`config.mk`:
```
export PLATFORM = sky130hd
export DESIGN_NAME = dulc_device_flat
export DESIGN_NICKNAME = d
export VERILOG_FILES = /design/src/common/dulc_pkg.sv /design/src/common/dulc_if.sv /design/src/logic/dulc_shift.sv /design/src/logic/dulc_device.sv /design/src/flat_wrapper.sv
export SDC_FILE = /design/constraint.sdc
export NUM_CORES = 1
export LEC_CHECK = 0
export ABC_AREA = 1
export BUFFER_PORTS_ARGS = -buffer_cell sky130_fd_sc_hd__clkbuf_2
export CAP_MARGIN = 15
export CORE_ASPECT_RATIO = 1.2
export CORE_MARGIN = 2
export CORE_UTILIZATION = 60
export DETAILED_ROUTE_END_ITERATION = 8
export PLACE_DENSITY = 0.8
export SLEW_MARGIN = 10
export SYNTH_ARGS = -nofsm -noshare
export SYNTH_HDL_FRONTEND = slang
export SYNTH_SLANG_ARGS = --single-unit
export TNS_END_PERCENT = 20
```
`constraint.sdc`:
```
create_clock -name clock -period 2.63 [get_ports clock]
set_clock_uncertainty 0.05 [all_clocks]
set_input_delay 0.526 -clock clock [delete_from_list [all_inputs] [get_ports clock]]
set_output_delay 0.526 -clock clock [all_outputs]
set_load 0.005 [all_outputs]
```
`src/common/dulc_pkg.sv`:
```
// Shared constants and helpers for the DAC update and load control block
package dulc_pkg;
    // ****************
    // Frame layout
    // ****************
    localparam int FRAME_BITS = 24;
    localparam int CH_NUM = 8;
    localparam int DATA_BITS = 16;
    localparam int MASK_BITS = 4;
    localparam int CMD_MSB = 23;
    localparam int CMD_LSB = 20;
    localparam int CH_MSB = 18;
    localparam int CH_LSB = 16;
    localparam logic [3:0] CMD_WRITE_INPUT = 4'h1;
    localparam logic [3:0] CMD_UPDATE = 4'h2;
    localparam logic [3:0] CMD_WRITE_UPDATE = 4'h3;
    localparam logic [3:0] CMD_MASK = 4'h5;
    localparam logic [3:0] CMD_SOFT_RESET = 4'h6;
    // ****************
    // Reset values
    // ****************
    localparam logic [15:0] ZERO_CODE = 16'h0000;
    localparam logic [15:0] MID_CODE = 16'h8000;
    localparam logic [3:0] MASK_RESET = 4'h0;
    // ****************
    // Timing
    // ****************
    localparam int CLK_PERIOD_NS = 10;
    localparam int POR_TIME_NS = 500;
    localparam int POR_CYCLES = (POR_TIME_NS + CLK_PERIOD_NS - 1) / CLK_PERIOD_NS;
    localparam int RESET_MIN_NS = 2000;
    localparam int RESET_CYCLES = (RESET_MIN_NS + CLK_PERIOD_NS - 1) / CLK_PERIOD_NS;
    localparam int LOAD_PULSE_NS = 80;
    localparam int LOAD_CYCLES = (LOAD_PULSE_NS + CLK_PERIOD_NS - 1) / CLK_PERIOD_NS;
    localparam int SCLK_HALF_CYCLES = 4;
    localparam int SYNC_GAP_CYCLES = 8;
    // ****************
    // Controller registers
    // ****************
    localparam logic [7:0] ADDR_FRAME = 8'h00;
    localparam logic [7:0] ADDR_CTRL = 8'h04;
    localparam logic [7:0] ADDR_STATUS = 8'h08;
    localparam int CTRL_HOLD_LOW = 0;
    localparam int CTRL_LEVEL_SEL = 1;
    localparam int CTRL_HW_RESET = 2;
    localparam int CTRL_LOAD_PULSE = 3;
    localparam int STATUS_BUSY = 0;

    function automatic logic [15:0] dulc_clear_code(input logic level_sel);
        dulc_clear_code = level_sel ? MID_CODE : ZERO_CODE;
    endfunction
endpackage

```
`src/common/dulc_if.sv`:
```
// Serial link and control pins between the host controller and the DAC logic
interface dulc_if;
    logic sclk;
    logic sdi;
    logic sync_n;
    logic load_strobe_n;
    logic reset_n;
    logic reset_level_select;
    modport host (
        output sclk,
        output sdi,
        output sync_n,
        output load_strobe_n,
        output reset_n,
        output reset_level_select
    );
    modport device (
        input sclk,
        input sdi,
        input sync_n,
        input load_strobe_n,
        input reset_n,
        input reset_level_select
    );
endinterface

```
`src/logic/dulc_shift.sv`:
```
// Frame assembler: shifts serial bits and flags a whole frame on sync release
module dulc_shift
    import dulc_pkg::*;
(
    // Clock and reset
    input wire logic clock,
    input wire logic rst_n,
    // Synchronised link levels
    input wire logic sclk_lvl,
    input wire logic sdi_lvl,
    input wire logic sync_n_lvl,
    // Frame out
    output logic frame_valid,
    output logic [23:0] frame_word
);
    logic sclk_prev_r, sclk_prev_nxt;
    logic sync_prev_r, sync_prev_nxt;
    logic [4:0] count_r, count_nxt;
    logic [23:0] word_r, word_nxt;
    logic valid_r, valid_nxt;

    always_comb begin
        sclk_prev_nxt = sclk_lvl;
        sync_prev_nxt = sync_n_lvl;
        word_nxt = word_r;
        count_nxt = count_r;
        valid_nxt = 1'b0;
        // Bits are taken on the falling clock edge while sync is low
        if (!sync_n_lvl && sclk_prev_r && !sclk_lvl) begin
            word_nxt = {word_r[22:0], sdi_lvl};
            if (count_r != 5'(FRAME_BITS)) begin
                count_nxt = count_r + 5'h01;
            end
        end
        // Short frames are dropped; longer ones keep the last 24 bits
        if (!sync_prev_r && sync_n_lvl) begin
            valid_nxt = (count_r == 5'(FRAME_BITS));
            count_nxt = 5'h00;
        end
    end

    always_ff @(posedge clock) begin
        if (!rst_n) begin
            sclk_prev_r <= 1'b0;
            sync_prev_r <= 1'b1;
            count_r <= 5'h00;
            word_r <= 24'h000000;
            valid_r <= 1'b0;
        end else begin
            sclk_prev_r <= sclk_prev_nxt;
            sync_prev_r <= sync_prev_nxt;
            count_r <= count_nxt;
            word_r <= word_nxt;
            valid_r <= valid_nxt;
        end
    end

    assign frame_valid = valid_r;
    assign frame_word = word_r;
endmodule

```
`src/logic/dulc_device.sv`:
```
// DAC end: frame decode, input and DAC registers, load strobe mask and resets
//
// Operation
// - Deferred mode: strobe falls after frame, updates unmasked
// - Command 0101 loads mask from DB3..DB0
// - Mask bit 1 blocks strobe for its channel pair
// - Mask 1111 makes strobe falling edges load no channel
// - 0001 writes input; DAC too if strobe low
// - 0010 copies input register into DAC register
// - 0011 writes input and DAC registers together
// - Strobe falling edge loads unmasked DAC registers
// - Strobe held low ignores mask bits
// - Hardware reset clears to zero or midscale
// - Host holds hardware reset low 2 us
// - No updates during reset; cleared value holds
// - Command 0110 restores power-on reset code
// - Power-on reset ignores strobe and reset pins
// - Power-up level follows reset level select pin
// - 24-bit frame taken at sync rising edge
// - Host supplies clock, data and frame sync
// - Strobe low 0001 updates both at sync rise
// - Top nibble DB23..DB20 is the command
module dulc_device
    import dulc_pkg::*;
#(
    parameter int POR_LEN = dulc_pkg::POR_CYCLES
)
(
    // Clock and reset
    input wire logic clock,
    input wire logic rst_n,
    // Link from the host
    dulc_if.device link,
    // Converter codes
    output logic [dulc_pkg::CH_NUM-1:0][dulc_pkg::DATA_BITS-1:0] dac_code,
    output logic por_busy
);
    import dulc_pkg::*;

    // The power-on counter is 16 bits wide, and zero would skip the clear
    if (POR_LEN < 1 || POR_LEN > 65535) begin : g_por_len_check
        $error("POR_LEN out of range");
    end

    // ****************
    // Pin synchronisers
    // ****************
    // Order: sclk, sdi, sync_n, strobe, reset, level select
    logic [5:0] pins;
    logic [5:0] meta_r, meta_nxt;
    logic [5:0] sync_r, sync_nxt;
    logic [5:0] last_r, last_nxt;

    assign pins = {link.sclk, link.sdi, link.sync_n, link.load_strobe_n, link.reset_n,
        link.reset_level_select};

    always_comb begin
        meta_nxt = pins;
        sync_nxt = meta_r;
        last_nxt = sync_r;
    end

    // Reset values match the idle pin levels except sdi, so no false edge follows reset
    always_ff @(posedge clock) begin
        if (!rst_n) begin
            meta_r <= 6'h1E;
            sync_r <= 6'h1E;
            last_r <= 6'h1E;
        end else begin
            meta_r <= meta_nxt;
            sync_r <= sync_nxt;
            last_r <= last_nxt;
        end
    end

    logic sclk_lvl, sdi_lvl, sync_n_lvl, strobe_lvl, hw_reset_lvl, level_sel_lvl;
    logic strobe_fall;

    assign sclk_lvl = sync_r[5];
    assign sdi_lvl = sync_r[4];
    assign sync_n_lvl = sync_r[3];
    assign strobe_lvl = sync_r[2];
    assign hw_reset_lvl = sync_r[1];
    assign level_sel_lvl = sync_r[0];
    // Edge found on synchronised levels; a pulse under one cycle may be lost
    assign strobe_fall = last_r[2] && !strobe_lvl;

    // ****************
    // Frame assembly
    // ****************
    logic frame_valid;
    logic [23:0] frame_word;

    // Same synchroniser delay on every link pin keeps data and sync aligned
    dulc_shift u_shift (
        .clock(clock),
        .rst_n(rst_n),
        .sclk_lvl(sclk_lvl),
        .sdi_lvl(sdi_lvl),
        .sync_n_lvl(sync_n_lvl),
        .frame_valid(frame_valid),
        .frame_word(frame_word)
    );

    // ****************
    // Channel registers
    // ****************
    logic [CH_NUM-1:0][DATA_BITS-1:0] input_r, input_nxt;
    logic [CH_NUM-1:0][DATA_BITS-1:0] dac_r, dac_nxt;
    logic [MASK_BITS-1:0] mask_r, mask_nxt;
    logic [15:0] por_cnt_r, por_cnt_nxt;
    logic por_busy_r, por_busy_nxt;
    logic [3:0] cmd;
    logic [2:0] ch;
    logic [15:0] data;
    logic [15:0] clear_code;

    assign cmd = frame_word[CMD_MSB:CMD_LSB];
    assign ch = frame_word[CH_MSB:CH_LSB];
    assign data = frame_word[DATA_BITS-1:0];
    // Follows the select pin live, so a change during a clear shows at once
    assign clear_code = dulc_clear_code(level_sel_lvl);

    // Two channels share one mask bit
    function automatic logic ch_masked(input logic [MASK_BITS-1:0] mask, input int idx);
        ch_masked = mask[idx / 2];
    endfunction

    always_comb begin
        input_nxt = input_r;
        dac_nxt = dac_r;
        mask_nxt = mask_r;
        por_cnt_nxt = (por_cnt_r != 16'h0000) ? por_cnt_r - 16'h0001 : 16'h0000;
        // Busy drops in the same cycle as the last power-on clear
        por_busy_nxt = (por_cnt_nxt != 16'h0000);
        if (por_cnt_r != 16'h0000) begin
            // Strobe, reset pin and frames have no effect until this ends
            for (int i = 0; i < CH_NUM; i++) begin
                input_nxt[i] = clear_code;
                dac_nxt[i] = clear_code;
            end
        end else if (!hw_reset_lvl) begin
            // Held cleared for as long as the pin stays low
            for (int i = 0; i < CH_NUM; i++) begin
                input_nxt[i] = clear_code;
                dac_nxt[i] = clear_code;
            end
        end else begin
            if (strobe_fall) begin
                for (int i = 0; i < CH_NUM; i++) begin
                    if (!ch_masked(mask_r, i)) begin
                        dac_nxt[i] = input_r[i];
                    end
                end
            end
            if (frame_valid) begin
                case (cmd)
                    CMD_WRITE_INPUT: begin
                        input_nxt[ch] = data;
                        // A low strobe makes the input register transparent
                        if (!strobe_lvl) begin
                            dac_nxt[ch] = data;
                        end
                    end
                    CMD_UPDATE: begin
                        dac_nxt[ch] = input_r[ch];
                    end
                    CMD_WRITE_UPDATE: begin
                        input_nxt[ch] = data;
                        dac_nxt[ch] = data;
                    end
                    CMD_MASK: begin
                        mask_nxt = data[MASK_BITS-1:0];
                    end
                    CMD_SOFT_RESET: begin
                        for (int i = 0; i < CH_NUM; i++) begin
                            input_nxt[i] = clear_code;
                            dac_nxt[i] = clear_code;
                        end
                        mask_nxt = MASK_RESET;
                    end
                    default: begin
                    end
                endcase
            end
        end
    end

    // A rst_n reset restarts the power-on count, so codes are cleared again
    always_ff @(posedge clock) begin
        if (!rst_n) begin
            input_r <= '0;
            dac_r <= '0;
            mask_r <= MASK_RESET;
            por_cnt_r <= 16'(POR_LEN);
            por_busy_r <= 1'b1;
        end else begin
            input_r <= input_nxt;
            dac_r <= dac_nxt;
            mask_r <= mask_nxt;
            por_cnt_r <= por_cnt_nxt;
            por_busy_r <= por_busy_nxt;
        end
    end

    assign dac_code = dac_r;
    assign por_busy = por_busy_r;
endmodule

```
`src/flat_wrapper.sv`:
```
// flat-port wrapper written by rule: the top's interface ports become plain ports
module dulc_device_flat import dulc_pkg::*;
#(
    parameter int POR_LEN = dulc_pkg::POR_CYCLES
)
  (clock, rst_n, dac_code, por_busy, link_sclk, link_sdi, link_sync_n, link_load_strobe_n, link_reset_n, link_reset_level_select);
  dulc_if link_i ();
  input wire logic clock;
  input wire logic rst_n;
  output logic [dulc_pkg::CH_NUM-1:0][dulc_pkg::DATA_BITS-1:0] dac_code;
  output logic por_busy;
  input wire logic [$bits(link_i.sclk)-1:0] link_sclk;
  input wire logic [$bits(link_i.sdi)-1:0] link_sdi;
  input wire logic [$bits(link_i.sync_n)-1:0] link_sync_n;
  input wire logic [$bits(link_i.load_strobe_n)-1:0] link_load_strobe_n;
  input wire logic [$bits(link_i.reset_n)-1:0] link_reset_n;
  input wire logic [$bits(link_i.reset_level_select)-1:0] link_reset_level_select;
  assign link_i.sclk = link_sclk;
  assign link_i.sdi = link_sdi;
  assign link_i.sync_n = link_sync_n;
  assign link_i.load_strobe_n = link_load_strobe_n;
  assign link_i.reset_n = link_reset_n;
  assign link_i.reset_level_select = link_reset_level_select;
  dulc_device #(.POR_LEN(POR_LEN)) u_core (.clock(clock), .rst_n(rst_n), .link(link_i), .dac_code(dac_code), .por_busy(por_busy));
endmodule
```
==> impl_metrics.yaml, run 1 <==
synth:
  yosysWarningCount: 0
  syn-cell-area_um2: 16500
  ys_seq_elements: 322
  syn-mean-instance-area_um2: 6.66
  yosys.cell_types.count: 34
  synthesized_netlist_cell_count: 2475
  syn_nets: 2486
  synth.yosys.seq_area_share_pct: 39.1
route:
  drt-pass1-iter-count: 6
  routed_via_density: 6.22
  drtIter0Drc: 2372
  ant_nets: 0
  drt_drc_violations_left: 0
  avgRoutedWirePerCell_um: 20.9
  vias: 18200
  routed_wl_mm: 61.3
global_route:
  grt_most_used_layer: "met2"
  total_global_routing_overflow: 0
  met2_demand_to_capacity_share_in_global_routing_pct: 61.9
  wire_length_of_the_first_global_routing_pass_mm: 91.5
  largest_net_degree_at_the_start_of_global_routing: 102
  grt_use_total_pct: 40.9
  vias_in_the_first_global_route: 16100
  grt_util_met1_pct: 53.5
  grt_met3_usage_pct: 8.87
  antenna_found_initial: 1
critical_path:
  endpoint_kind: "register"
  crit_fanout: 19
  critPathRequiredTime_ns: 3.02
  critPathLaunchType: "register"
  timing.reg2reg.worst_path_depth: 10
  critical_path_class: "register to register"
  crit_arrival_ns: 2.87
timing:
  report.final.hold_viol_count: 0
  timing_worst_slew_pin_value_ns: 0.937
  rsz_0062_raised_after_global_routing: "true"
  timing.setup.tns_ns: 0
  post-route-worst-setup-slack_ns: 0.154
  maxSlewViolCount: 0
  final.min_clock_period_ns: 2.48
  timing.fmax_ghz: 0.404
  count_of_final_setup_violators: 0
  hold_ws_ns: 0.140
  fin_crit_sh_pct: 94.1
  max_slew_margin_pct: 37.4
placement:
  hpwlAfterDp_mm: 42.3
  numPlacedInstances: 2858
  dp_worst_setup_slack_ns: 0.199
  gp_routability_congestion: 1.04
  place.port_buffers: 136
  postPlaceCellArea_um2: 17500
clock_network:
  postCtsHoldBufs: 0
  cts-buffers-inserted: 35
  cts_tree: "built"
  clkLatencyLatePin_ns: 0.53
  clockRootBuffer: "clkbuf_16"
  cts_htree_levels: 2
  clock_sinks: 322
  clk_transition_reported_paths_ns: 0.07
  clk_buf_depth: 3
run_status:
  status: "finished clean"
power:
  ir_worst_vdd_mv: 0.589
  switching_power_mw: 2.42
  clkPwrFrac_pct: 50.4
  power_report.internal_total_mw: 8.21
  net_switching_share_of_the_total_power_pct: 22.7
  seqPwrFrac_pct: 46.3
  pwr_density_cell_nw_per_um2: 565
  p_leak_nw: 7.03
  share_comb_of_total_power_pct: 3.2
finish:
  flow.area_growth_from_synthesis_pct: 14.1
  final_layout_size_suffix_gt1_share_pct: 14.2
  layout_commonest_cell: "nand2_1"
  finish.cell_count_without_fillers: 2925
  design.final.nets: 2570
  final_cell_mix: "nand2_1 (764), dfxtp_1 (321), a21oi_1 (301)"
  final_cell_area_excluding_filler_cells_um2: 18800
  n_fill_cell: 2408
  n_antenna_cell: 0
floorplan:
  floorplan.rows: 66
  floorplan.core_area_um2: 27100
  die_height_um: 186
  dieWidth_um: 155
  ioPinCount: 137
  floorplan.die_area_um2: 28800
  start_util_pct: 60.9
flow_run:
  max-cap-violations: 0
hold_path:
  timing.hold.worst_path_depth: 2
  hold_class: "input pin to register"
worst paths after layout:
path / startpoint / end / slack (ns)
min: link_sync_n / u_core.meta_r[3] / 0.14
min reg2reg: u_core.meta_r[4] / u_core.last_nxt[4] / 0.36
max: u_core.por_cnt_r[0] / u_core.input_r[28] / 0.15
max reg2reg: u_core.por_cnt_r[0] / u_core.input_r[28] / 0.15
cells by family (layout without fill, tap and decap cells):
group                      count (synthesis)  after routing  synth area share (%)
AOI/OAI and AO/OA                        509            509                  16.9
xor gates and xnor gates                   3              3                 0.159
adders and majority gates                  3              3                 0.228
buffers and inverters                    352            461                  9.57
DFF                                      322            322                  39.1
and+or+nand+nor                         1286           1287                  34.1
power by group through the flow:
stage	clock, mW	combinational (mW)	sequential (mW)
CTS	5.35	0.334	4.92
floorplan	0	0.241	5.03
global placement	0	0.325	5.03
finish	5.36	0.342	4.92
detailed placement	0	0.331	5.03
global route	5.57	0.372	4.93
state kept, by name (all words and copies together), names as in the netlist:
signal and count:
u_core.u_shift.frame_word 24, u_core.u_shift.sclk_prev_r 1, u_core.u_shift.sync_prev_r 1, u_core.last_r 1
u_core.por_busy 1, u_core.por_cnt_r 16, u_core.last_nxt 6, u_core.mask_r 4
u_core.dac_code 128, u_core.u_shift.frame_valid 1, u_core.input_r 128, u_core.u_shift.count_r 5
u_core.meta_r 6
cells in the mapped netlist:
cell type / count / area share [%]
inv_2: 6 / 0.14
nor3_1: 4 / 0.12
nor2_2: 3 / 0.11
a211o_1: 3 / 0.16
dfxtp_1: 322 / 39
xor2_1: 2 / 0.11
clkinv_1: 8 / 0.18
buf_2: 44 / 1.3
ha_1: 3 / 0.23
nand3_2: 7 / 0.42
nor2_1: 163 / 3.7
nand3_4: 4 / 0.42
buf_4: 10 / 0.46
buf_1: 11 / 0.25
nand3b_1: 2 / 0.091
a21oi_1: 301 / 9.1
clkbuf_1: 96 / 2.2
o2111ai_1: 3 / 0.16
nor3_2: 1 / 0.061
o211ai_1: 75 / 3.4
nand4_1: 128 / 4.9
o31ai_1: 1 / 0.046
nand2_2: 6 / 0.23
o211ai_2: 3 / 0.23
buf_6: 22 / 1.5
or2_2: 40 / 1.5
inv_1: 155 / 3.5
xnor2_1: 1 / 0.053
nand3_1: 158 / 4.8
o21ai_0: 122 / 3.7
nand2_1: 765 / 17
a211oi_1: 1 / 0.046
nor2_4: 4 / 0.27
nor4_1: 1 / 0.038
per-stage QoR:
step | total power [mW] | util, %
after global routing | 10.9 | 69.5
after floorplan | 5.27 | -
final | 10.6 | 69.5
after global placement | 5.36 | 64.7
after CTS | 10.6 | 69.3
after detailed placement | 5.36 | 64.7
worst max-delay path, stage by stage, from the launching register on:
cell and delay (ns):
dfxtp_1 0.31, inv_1 0.09, ha_1 0.25, nand2_1 0.15, nor2_4 0.14, nand2_2 0.08
nor2_4 0.22, nand2_2 0.34, nor2_1 0.43, nand4_1 0.13, a21oi_1 0.18
timing repair:
action                     in CTS  in global routing
setup endpoints to repair       0                 14
resized for setup               0                  1
buffers inserted                0                  3
per-layer routing:
metal	share of wire (%)	vias to the layer above	wire length, um
met1	38	8357	23400
met4	7.0	2	4260
met5	0.018	-	11
li1	-	8387	-
met2	43	1189	26600
met3	11	272	6950
layout make-up:
| class | count | area (um2) | share of cell area, % |
|---|---|---|---|
| multi-input combinational | 1802 | 8510 | 45.2 |
| sequential | 322 | 6450 | 34.3 |
| tap | 340 | 425 | 2.26 |
| timing repair buffer | 229 | 1550 | 8.26 |
| inverter | 169 | 638 | 3.39 |
| clock inverter | 15 | 230 | 1.22 |
| clock buffer | 48 | 1010 | 5.36 |
Note: power is estimated with default switching activity, not from simulation.
==> inputs of run 2 (changes only) <==
- ABC_AREA: 1 -> unset
- CORE_UTILIZATION: 60 -> 59
==> run 2 against run 1 <==
Area after synthesis fell by 17%. First-iteration DRC count fell by 48%. Final cell count fell by 34%. Largest power group is now registers.
==> impl_metrics.yaml, run 2 <==
finish:
  final_cell_area_excluding_filler_cells_um2: 16300
  final_core_utilization_pct: 72.3
  design.final.nets: 1610
  n_fill_cell: 1654
  flow.area_growth_from_synthesis_pct: 19.8
  multi_input_area_um2: 6750
  sequential_cell_area_um2: 6450
  n_antenna_cell: 0
  final_layout_size_suffix_gt1_share_pct: 22.2
  final_cell_mix: "dfxtp_1 (320), nand2_1 (188), mux2i_1 (141)"
  layout_commonest_cell: "dfxtp_1"
timing:
  count_of_final_setup_violators: 0
  timing.fmax_ghz: 0.391
  timing_worst_slew_pin_value_ns: 0.985
  max_slew_margin_pct: 34.4
  final.min_clock_period_ns: 2.56
  fin_crit_sh_pct: 97.3
  maxSlewViolCount: 0
  report.final.hold_viol_count: 0
global_route:
  total_global_routing_overflow: 0
  largest_net_degree_at_the_start_of_global_routing: 43
  wire_length_of_the_first_global_routing_pass_mm: 69.8
  grt_use_total_pct: 37.2
  antenna_found_initial: 0
  grt_util_met1_pct: 45.5
  vias_in_the_first_global_route: 12200
  grt_met3_usage_pct: 5.26
  grt_most_used_layer: "met2"
  met2_demand_to_capacity_share_in_global_routing_pct: 60.0
critical_path:
  worst_r2r_startpoint: "u_core.u_shift.frame_word[17]"
  endpoint_kind: "register"
  last_element_of_the_critical_path: "u_core.dac_code[12]"
  regToRegEndpoint: "u_core.dac_code[12]"
  regToRegSetupSlack_ns: 0.07
  critPathRequiredTime_ns: 2.95
  critical_path_class: "register to register"
  critPathLaunchType: "register"
  crit_fanout: 8
  startpoint: "u_core.u_shift.frame_word[17]"
  crit_arrival_ns: 2.88
  timing.reg2reg.worst_path_depth: 4
clock_network:
  clk_buf_depth: 3
  clk_transition_reported_paths_ns: 0.06
  clock_sinks: 322
  cts_tree: "built"
  clockRootBuffer: "clkbuf_16"
  clkLatencyLatePin_ns: 0.52
  cts-buffers-inserted: 34
  cts_htree_levels: 2
hold_path:
  hold_class: "input pin to register"
synth:
  syn-mean-instance-area_um2: 9.57
  yosys.area.top_type: "dfxtp_1"
  count_leader_synth: "dfxtp_1"
  number_of_synthesized_flops_with_an_enable_pin: 0
  syn-cell-area_um2: 13600
  synth_largest_type_area_fraction_pct: 47.3
  yosys.cell_types.count: 72
  yosys-top-cells-area: "dfxtp_1 (47%), mux2i_1 (10%), o22ai_1 (5.4%)"
  synthesized_netlist_cell_count: 1424
  syn_nets: 1435
  leading_register_cell_type_out_of_synthesis: "dfxtp_1"
  postSynth.asyncResetShare_pct: 0
  ys_seq_elements: 322
  yosysWarningCount: 0
  synth.top_cells.by_count: "dfxtp_1 (322), nand2_1 (191), mux2i_1 (141), o22ai_1 (117), o21ai_0 (80)"
  synth.yosys.seq_area_share_pct: 47.3
route:
  avgRoutedWirePerCell_um: 24.0
  drt-pass1-iter-count: 6
  routed_via_density: 6.60
  routed_wl_mm: 46.4
  vias: 12800
  drt_drc_violations_left: 0
  ant_nets: 0
  drtIter0Drc: 1225
run_status:
  status: "finished clean"
power:
  pwr_density_cell_nw_per_um2: 608
  p_leak_nw: 5.77
  ir_worst_vdd_mv: 0.756
  design_power_total_mw: 9.92
floorplan:
  start_util_pct: 60.3
  dieWidth_um: 143
  die_height_um: 171
  ioPinCount: 137
  floorplan.core_area_um2: 22600
  floorplan.die_area_um2: 24300
  floorplan.rows: 60
placement:
  gp_routability_congestion: 0.990
  postPlaceCellArea_um2: 15100
  place.port_buffers: 136
  hpwlAfterDp_mm: 32.2
flow_run:
  max-cap-violations: 0
[run 2: cell count changes in the layout (fill, tap and decap cells not counted), sizes merged, moves of 36 or more]
cell and change:
inv -151, nand4 -120, o21ai -36, or2 -38, a21oi -247, nand2 -580, nor2 -122, o22ai +117
nand3 -147, o2bb2ai +75, o211ai -74, mux2i +141
[run 2: kinds of logic after synthesis]
group,Yosys count,share of synthesized area [%]
compound gates,420,21.1
simple gates,381,13.7
flops,322,47.3
mux,163,13.2
buf+inv,122,3.67
xor+xnor,13,0.835
fa+ha+maj,3,0.275
[run 2: report_power, final]
group | total, mW | leakage (nW) | internal [mW] | switching [mW]
sequential | 4.93 | 2.60 | 4.90 | 0.0270
clock | 4.77 | 0.540 | 2.78 | 1.98
combinational | 0.229 | 2.63 | 0.0940 | 0.135
[run 2: how the worst min path moves through the flow]
stage | startpoint | endpoint | slack (ns) | depth (start not counted)
2_1_floorplan | u_core.meta_r[1] | u_core.last_nxt[1] | 0.34 | 1
3_3_place_gp | u_core.meta_r[3] | u_core.last_nxt[3] | 0.34 | 1
3_5_place_dp | u_core.meta_r[2] | u_core.last_nxt[2] | 0.34 | 1
4_1_cts | link_sync_n | u_core.meta_r[3] | 0.15 | 2
5_1_grt | link_sync_n | u_core.meta_r[3] | 0.15 | 2
6_report | link_sync_n | u_core.meta_r[3] | 0.15 | 2
[run 2: repair_timing]
item,4_1_cts,5_1_grt
buffers inserted,1,2
endpoints found under the setup margin,55,197
resized for setup,4,6
hold buffers,0,0
pin swaps,2,1
hold endpoints to repair,0,0
[run 2: cell type report]
class                           count  area share, %
Multi-Input combinational cell    980           41.3
Sequential cell                   322           39.5
Timing Repair Buffer              249           9.67
Clock buffer                       49           6.18
Tap cell                          310           2.38
Clock inverter                     11          0.690
Inverter                           12          0.276
[run 2: per-layer routing]
layer  vias up  wire length, um
met1      6093            17300
li1       5684                -
met2       765            21700
met5         -                0
met4         0             3610
met3       217             3800
[run 2: metrics by stage]
| step | std cells | setup slack [ns] | hold slack, ns | TNS [ns] |
|---|---|---|---|---|
| floorplan | 1424 | 0.375 | 0.336 | 0 |
| finish | 1933 | 0.0698 | 0.154 | 0 |
| detailed placement | 1870 | -0.113 | 0.343 | -2.41 |
| global placement | 1870 | 0.0328 | 0.341 | 0 |
| global route | 1933 | -0.0316 | 0.152 | -0.113 |
| CTS | 1931 | 0.000405 | 0.145 | 0 |
[run 2: worst max-delay path: stages (launching register included)]
cell     delay, ns
dfxtp_1       0.47
mux4_2        0.54
a221o_1       0.36
a22oi_1       0.76
o22ai_1       0.22
